--- src/hdl/power_mode_pkg.sv ---
// Constants and types for the power mode supervisor
package power_mode_pkg;
  // ==========================================================================
  // Device power modes
  typedef enum logic [2:0] {
    MODE_GO = 3'h0,
    MODE_READY = 3'h1,
    MODE_IDLE = 3'h2,
    MODE_STANDBY = 3'h3,
    MODE_STOP = 3'h4
  } pwr_mode_t;

  // ==========================================================================
  // Sequencer states
  typedef enum logic [2:0] {
    SEQ_RESET = 3'h0,
    SEQ_CTRL_UP = 3'h1,
    SEQ_CORE_UP = 3'h2,
    SEQ_ACTIVE = 3'h3,
    SEQ_LOWPWR = 3'h4
  } seq_state_t;

  // ==========================================================================
  // Wake source bit positions
  localparam int WAKE_W = 8;
  localparam int WK_TIMER = 0;
  localparam int WK_CMP = 1;
  localparam int WK_CAL = 2;
  localparam int WK_PIN = 3;
  localparam int WK_SERIAL = 4;
  localparam int WK_TWOWIRE = 5;
  localparam int WK_BROWNOUT = 6;
  localparam int WK_OTHER = 7;
  localparam logic [WAKE_W-1:0] WAKE_STOP_MASK = 8'h4f;
  localparam logic [WAKE_W-1:0] WAKE_STANDBY_MASK = 8'h7f;
  localparam logic [WAKE_W-1:0] WAKE_ALL_MASK = 8'hff;

  // ==========================================================================
  // Sequencing times
  localparam int CLK_MHZ = 40;
  localparam int DOMAIN_SETTLE_NS = 1000;
  localparam int SETTLE_CYC = (DOMAIN_SETTLE_NS * CLK_MHZ + 999) / 1000;
  localparam logic [7:0] SETTLE_CNT = 8'(SETTLE_CYC);
  localparam int NUM_UNITS = 8;
  localparam logic [2:0] MODE_RESET = 3'h0;
endpackage : power_mode_pkg

--- src/hdl/power_mode_supervisor.sv ---
// Power mode supervisor: modes, domain enables, wake filter, supply supervisors
// ==========================================================================
// Summary of operation
// - GO: core runs, every wake source accepted
// - READY: core clock gated, peripherals stay alive
// - IDLE: core powered off, outside peripherals wake
// - Sleep gates core clock; off removes core power
// - STANDBY: subsystem, performance shared off; all wakes but other
// - STOP: both regions off; timer/cmp/cal/pin wake
// - Subsystem off also powers its four ports off
// - Per-unit clock enable, one common divider, in every mode
// - Battery reset clears all state at ramp
// - Brownout detect interrupts core, security, DMA
// - Brownout detect wakes from STANDBY and STOP
// - Brownout reset clears whole device immediately
// - Control domain powers up first after always-on
// - After brownout reset, full cold power-on
`timescale 1ns/1ps
`default_nettype none
module power_mode_supervisor (
  input wire logic clk_i, // 40 MHz supervisor clock
  input wire logic sys_rst_i, // Battery-rail power-on reset, active high
  input wire logic brownout_reset_i, // Supply under reset threshold, async pin
  input wire logic brownout_detect_i, // Supply under detect threshold, async pin
  input wire logic lowpower_req_i, // Software request to enter target mode
  input wire power_mode_pkg::pwr_mode_t target_mode_i, // Software target mode
  input wire logic [power_mode_pkg::WAKE_W-1:0] wake_i, // Wake pins, async
  input wire logic [power_mode_pkg::NUM_UNITS-1:0] unit_clk_en_i, // Per-unit gate
  input wire logic [3:0] unit_div_i, // Common divide ratio minus one
  output logic [2:0] mode_o, // Current device power mode
  output logic core_clk_en_o, // Realtime core clock enable
  output logic core_pwr_en_o, // Efficient core subsystem power
  output logic subsys_ports_pwr_o, // Camera, audio, pdm, spi ports power
  output logic ctrl_domain_pwr_o, // Efficiency control domain power
  output logic perf_shared_pwr_o, // Performance region shared power
  output logic eff_shared_pwr_o, // Efficiency region shared power
  output logic [power_mode_pkg::NUM_UNITS-1:0] unit_clk_o, // Per-unit clock pulses
  output logic core_bod_irq_o, // Brownout interrupt to realtime core
  output logic sec_bod_irq_o, // Brownout interrupt to security processor
  output logic bod_dma_req_o, // Brownout DMA request pulse
  output logic device_rst_o // Device-wide reset output
);
  import power_mode_pkg::*;

  // ==========================================================================
  // Input synchronisers (three stages, change taken when last two agree)
  logic [2:0] bor_sync_r, bod_sync_r;
  logic [WAKE_W-1:0] wk_s1_r, wk_s2_r, wk_s3_r, wake_r;
  logic bor_r, bod_r, bod_prev_r;
  logic bor_async_rst;

  // Battery reset async; brownout pin asserts async, release via the filter
  assign bor_async_rst = sys_rst_i | brownout_reset_i;

  // Filter held at reset level so a short brownout cannot release early
  always_ff @(posedge clk_i or posedge bor_async_rst) begin
    if (bor_async_rst) begin
      bor_sync_r <= 3'h7;
      bod_sync_r <= 3'h0;
      bor_r <= 1'b1;
      bod_r <= 1'b0;
    end else begin
      bor_sync_r <= {bor_sync_r[1:0], brownout_reset_i};
      bod_sync_r <= {bod_sync_r[1:0], brownout_detect_i};
      if (bor_sync_r[1] == bor_sync_r[2]) bor_r <= bor_sync_r[2];
      if (bod_sync_r[1] == bod_sync_r[2]) bod_r <= bod_sync_r[2];
    end
  end

  // Wake pins, each bit filtered the same way
  always_ff @(posedge clk_i or posedge bor_async_rst) begin
    if (bor_async_rst) begin
      wk_s1_r <= '0;
      wk_s2_r <= '0;
      wk_s3_r <= '0;
      wake_r <= '0;
    end else begin
      wk_s1_r <= wake_i;
      wk_s2_r <= wk_s1_r;
      wk_s3_r <= wk_s2_r;
      for (int i = 0; i < WAKE_W; i++) begin
        if (wk_s2_r[i] == wk_s3_r[i]) wake_r[i] <= wk_s3_r[i];
      end
    end
  end

  // ==========================================================================
  // Device reset output: set at once, released only after the filter clears
  // Reset output held while the brownout reset supervisor is active; brownout detect does not hold it
  always_ff @(posedge clk_i or posedge bor_async_rst) begin
    if (bor_async_rst) begin
      device_rst_o <= 1'b1;
    end else begin
      device_rst_o <= bor_r; // Released after filtered brownout clears
    end
  end

  // ==========================================================================
  // Power sequencer
  seq_state_t state_r;
  pwr_mode_t mode_r;
  logic [7:0] settle_r;
  logic [WAKE_W-1:0] wake_mask;
  logic wake_hit;

  // Allowed wake sources per mode; brownout detect counts as a wake
  always_comb begin
    unique case (mode_r)
      MODE_STOP: wake_mask = WAKE_STOP_MASK;
      MODE_STANDBY: wake_mask = WAKE_STANDBY_MASK;
      default: wake_mask = WAKE_ALL_MASK;
    endcase
  end
  assign wake_hit = |({wake_r[WAKE_W-1], bod_r, wake_r[WAKE_W-3:0]} & wake_mask);

  // Cold start after any reset: control domain, then core, then GO
  always_ff @(posedge clk_i or posedge bor_async_rst) begin
    if (bor_async_rst) begin
      state_r <= SEQ_RESET;
      mode_r <= MODE_GO;
      settle_r <= 8'h0;
    end else begin
      unique case (state_r)
        SEQ_RESET: begin
          if (!bor_r) begin
            state_r <= SEQ_CTRL_UP;
            settle_r <= SETTLE_CNT;
          end
        end
        SEQ_CTRL_UP, SEQ_CORE_UP: begin
          if (settle_r > 8'h1) begin
            settle_r <= settle_r - 8'h1;
          end else begin
            state_r <= (state_r == SEQ_CTRL_UP) ? SEQ_CORE_UP : SEQ_ACTIVE;
            settle_r <= SETTLE_CNT;
            mode_r <= MODE_GO;
          end
        end
        SEQ_ACTIVE: begin
          if (lowpower_req_i && target_mode_i != MODE_GO) begin
            mode_r <= target_mode_i;
            state_r <= SEQ_LOWPWR;
          end
        end
        SEQ_LOWPWR: begin
          if (wake_hit) begin
            // Domains shut in deep modes need settle time before GO
            if (mode_r == MODE_STOP) begin
              state_r <= SEQ_CTRL_UP;
              settle_r <= SETTLE_CNT;
            end else if (mode_r == MODE_READY) begin
              state_r <= SEQ_ACTIVE;
              mode_r <= MODE_GO;
            end else begin
              state_r <= SEQ_CORE_UP;
              settle_r <= SETTLE_CNT;
            end
          end
        end
        default: state_r <= SEQ_RESET;
      endcase
    end
  end

  // ==========================================================================
  // Domain enables from state and mode
  always_ff @(posedge clk_i or posedge bor_async_rst) begin
    if (bor_async_rst) begin
      mode_o <= MODE_RESET;
      ctrl_domain_pwr_o <= 1'b0;
      core_pwr_en_o <= 1'b0;
      subsys_ports_pwr_o <= 1'b0;
      core_clk_en_o <= 1'b0;
      perf_shared_pwr_o <= 1'b0;
      eff_shared_pwr_o <= 1'b0;
    end else begin
      mode_o <= mode_r;
      ctrl_domain_pwr_o <= (state_r != SEQ_RESET) &&
                           !(state_r == SEQ_LOWPWR && mode_r == MODE_STOP);
      core_pwr_en_o <= (state_r == SEQ_ACTIVE) ||
                       (state_r == SEQ_LOWPWR && mode_r == MODE_READY);
      subsys_ports_pwr_o <= (state_r == SEQ_ACTIVE) ||
                            (state_r == SEQ_LOWPWR && mode_r == MODE_READY);
      core_clk_en_o <= (state_r == SEQ_ACTIVE);
      perf_shared_pwr_o <= (state_r == SEQ_ACTIVE) ||
                           (state_r == SEQ_LOWPWR &&
                            (mode_r == MODE_READY || mode_r == MODE_IDLE));
      eff_shared_pwr_o <= (state_r == SEQ_ACTIVE) ||
                          (state_r == SEQ_LOWPWR && mode_r != MODE_STOP);
    end
  end

  // ==========================================================================
  // Per-unit clock enables: one divider, gated per unit; works in any mode
  logic [3:0] div_cnt_r;
  always_ff @(posedge clk_i or posedge bor_async_rst) begin
    if (bor_async_rst) begin
      div_cnt_r <= 4'h0;
      unit_clk_o <= '0;
    end else begin
      div_cnt_r <= (div_cnt_r >= unit_div_i) ? 4'h0 : div_cnt_r + 4'h1;
      unit_clk_o <= (div_cnt_r == 4'h0) ? unit_clk_en_i : '0;
    end
  end

  // ==========================================================================
  // Brownout detect: level interrupts, one-cycle DMA request on entry
  always_ff @(posedge clk_i or posedge bor_async_rst) begin
    if (bor_async_rst) begin
      bod_prev_r <= 1'b0;
      core_bod_irq_o <= 1'b0;
      sec_bod_irq_o <= 1'b0;
      bod_dma_req_o <= 1'b0;
    end else begin
      bod_prev_r <= bod_r;
      core_bod_irq_o <= bod_r;
      sec_bod_irq_o <= bod_r;
      bod_dma_req_o <= bod_r & ~bod_prev_r;
    end
  end
endmodule : power_mode_supervisor
`default_nettype wire

--- config.mk ---
export PLATFORM = sky130hd
export DESIGN_NAME = power_mode_supervisor
export DESIGN_NICKNAME = d
export VERILOG_FILES = /design/src/hdl/power_mode_pkg.sv /design/src/hdl/power_mode_supervisor.sv
export SDC_FILE = /design/constraint.sdc
export NUM_CORES = 1
export LEC_CHECK = 0
export BUFFER_PORTS_ARGS = -buffer_cell sky130_fd_sc_hd__buf_2
export CORE_MARGIN = 1.5
export CORE_UTILIZATION = 45
export CTS_BUF_LIST = sky130_fd_sc_hd__clkbuf_2 sky130_fd_sc_hd__clkbuf_4 sky130_fd_sc_hd__clkbuf_8
export DETAILED_ROUTE_END_ITERATION = 8
export PLACE_DENSITY = 0.66
export SLEW_MARGIN = 10
export SYNTH_ARGS = -nofsm -noshare
export SYNTH_HDL_FRONTEND = slang
export SYNTH_SLANG_ARGS = --single-unit
--- constraint.sdc ---
create_clock -name clk_i -period 5.65 [get_ports clk_i]
set_clock_uncertainty 0.15 [all_clocks]
set_input_delay 1.13 -clock clk_i [delete_from_list [all_inputs] [get_ports clk_i]]
set_output_delay 1.13 -clock clk_i [all_outputs]
set_load 0.02 [all_outputs]
==> flow_summary.ini <==
[floorplanning]
core-area_mm2 = 0.005956
die_area_mm2 = 0.006685
start_util = 0.4687
die_h_um = 81.76
die_w_um = 81.76
io-pin-count = 49
rows = 28

[setup_path]
required_ps = 5740
reg2reg_depth = 4
slowest_stage = nor4_1
path_cells = or4_1 -> nor4_1 -> a21boi_1 -> o21ai_0
end_kind = flop
worst_setup_path_start_kind = flop
arrival_ps = 2650
r2r-end = mode_r[1]$_DFFE_PP0P_
r2r-start = settle_r[4]$_DFFE_PP0P_
r2r_setup_slack_ps = 3100
critical_path_class = flop to flop
worst-path-max-fanout = 6
worst_path_largest_cell_delay_ps = 790

[sta]
rsz0062_at_grt = no
holdWs_ps = 202.3
clock.fmax_ghz = 0.3915
relSlewSlack = 0.3156
slew_violations = 0
worst_pin_slew_ps = 1017
setup_ws_ps = 3096
finalHoldViolations = 0
setup_viol = 0
min_period_over_period = 0.4521
period_needed_ps = 2554
setup_tns_ps = 0

[clock_tree]
clockRootBuffer = clkbuf_8
cts_tree = built
h-tree-depth = 3
post_cts_buffers = 0
cts_sinks = 73
clockBufferDepth = 2
cts_resized = 0
cts-buffers-inserted = 9
hold_buffers = 0
clk_latency_ps = 340
clk_pin_slew_worst_paths_ps = 80

[worst_hold_path]
min_to = wk_s2_r[3]$_DFF_PP0_
hold_depth = 0
min_path_type = flop to flop
worstHoldStart = wk_s1_r[3]$_DFF_PP0_

[placed_design]
port_buffers = 47
place_ws_ps = 3000
finalWeightedCongestion = 0.8089
hpwl_mm = 3.349

[grt]
grt_max_degree = 46
grt_pass1_vias = 1763
grt_pass1_wl_mm = 8.121
track_usage = 0.1672
overflow = 0
antenna_found_initial = 0

[pwr]
p_leak_nw = 1.611
p_total_w = 0.001563
vdd_ir_drop_max_mv = 0.2827
power_density_mw_per_mm2 = 471.8

[drt]
drt_iter0_drc = 78
wire_per_inst_um = 13.67
via_per_inst = 5.206
ant_nets = 0
vias = 1791
routed_wl_mm = 4.703
first_pass_iters = 4
route.detailed.drc = 0

[finish]
nNetsFinal = 300
regArea_mm2 = 0.001833
drive_gt1_frac = 0.2862
multi_input_area_um2 = 890.9
nFillCells = 522
syn_to_final_growth_pct = 18.65
diodes = 0

[yosys]
synth_edf_count = 0
syn_area_per_cell_um2 = 13.23
synth_warnings = 0
ys_ff_latch = 73
synth_seq_area_share = 0.6567
synth-main-ff-cell = dfrtp_1
synth_area_mm2 = 0.002791
yosysUniqueCellTypes = 48
syn_nets = 247
async_flop_share = 1.000
synth_cells = 211

[outcome]
outcome = completed

[run]
drv_cap = 0
## metal layers
layer	global-route usage	vias up	wire (µm)
li1	-	870	-
met3	0.08222	5	346
met1	0.1997	857	2043
met5	0	-	0
met2	0.2623	59	2258
met4	0.05932	0	55
## per-stage QoR
stage | util | cells | instance area, µm²
after global routing | 0.5561 | 344 | 3312
after global placement | 0.5208 | 328 | 3102
after detailed placement | 0.5208 | 328 | 3102
after floorplan | - | 211 | 2791
final | 0.5561 | 344 | 3312
after CTS | 0.5561 | 344 | 3312
## worst max-delay path, delay by kind of cell, from the launching register on
| kind | cells | cell delay, ps |
|---|---|---|
| AO/OA/AOI/OAI | 2 | 520 |
| flip-flops | 1 | 440 |
| AND/OR/NAND/NOR | 2 | 1350 |
## flip-flops by register name, indices dropped and copies added (netlist names), 3 cells and up
register	flops
settle_r	8
unit_clk_o	8
wake_r	7
wk_s1_r	7
wk_s2_r	7
wk_s3_r	7
div_cnt_r	4
bod_sync_r	3
bor_sync_r	3
mode_o	3
mode_r	3
state_r	3
## cell type report
cell class / instances / share of cell area
repair buffers: 48 / 0.07329
flip-flops and latches: 73 / 0.5535
multi-input cells: 121 / 0.2690
clock inverters: 6 / 0.02191
inverters: 11 / 0.01247
clock buffers: 10 / 0.04156
well taps: 75 / 0.02833
## power by group
group / internal [W] / switching (W)
clock network: 0.000220 / 0.000193
registers: 0.000629 / 0.0000969
logic: 0.000180 / 0.000244
total: 0.00103 / 0.000534
## cell usage in the layout (no fill, tap or decap), types with 2 or more instances in the layout
cell type,Yosys,final
dfrtp_1,68,68
buf_2,3,47
inv_1,11,11
clkbuf_8,0,10
maj3_1,9,9
and2_1,9,9
nor2_1,10,9
ha_1,8,8
nand3_1,6,6
nand2_1,6,6
nor3_1,5,5
a211oi_1,5,5
xnor2_1,5,5
o21ai_0,5,5
dfstp_2,5,5
or4_1,4,4
a31oi_1,4,4
nor3b_1,3,3
a21o_1,3,3
o211a_1,3,3
o211ai_1,3,3
or2_2,2,2
nand2b_1,2,2
o31ai_1,2,2
nor2b_1,2,2
nor4_1,2,2
or3_1,2,2
o22ai_1,2,2
clkinv_4,0,2
inv_6,0,2
## cell families after synthesis
group,after synthesis,synth area share
AO/OA/AOI/OAI,38,0.1053
XOR/XNOR,6,0.01883
adder cells (fa/ha/maj),17,0.06813
buffers and inverters,17,0.02689
flip-flops,73,0.6567
multiplexers,2,0.007620
AND/OR/NAND/NOR,58,0.1165
## synthesized netlist by cell type, types with 3 or more instances
cell type	count	area (µm²)
a211oi_1	5	37.54
a21o_1	3	22.52
a31oi_1	4	25.02
and2_1	9	56.30
buf_2	3	15.01
dfrtp_1	68	1702
dfstp_2	5	131.4
ha_1	8	100.1
inv_1	11	41.29
maj3_1	9	90.09
nand2_1	6	22.52
nand3_1	6	30.03
nor2_1	10	37.54
nor3_1	5	25.02
nor3b_1	3	22.52
o211a_1	3	30.03
o211ai_1	3	22.52
o21ai_0	5	25.02
or4_1	4	30.03
xnor2_1	5	43.79
## worst max path at each step
stage,from,end,slack (ps)
finish,settle_r[4]$_DFFE_PP0P_,mode_r[1]$_DFFE_PP0P_,3100
global route,settle_r[5]$_DFFE_PP0P_,mode_r[1]$_DFFE_PP0P_,2820
CTS,settle_r[4]$_DFFE_PP0P_,mode_r[1]$_DFFE_PP0P_,3060
detailed placement,brownout_reset_i,unit_clk_o[3]$_DFF_PP0_,3000
global placement,brownout_reset_i,div_cnt_r[3]$_DFF_PP0_,3010
floorplan,sys_rst_i,bod_dma_req_o$_DFF_PP0_,150
No activity file was read; power rests on OpenSTA's default activity.
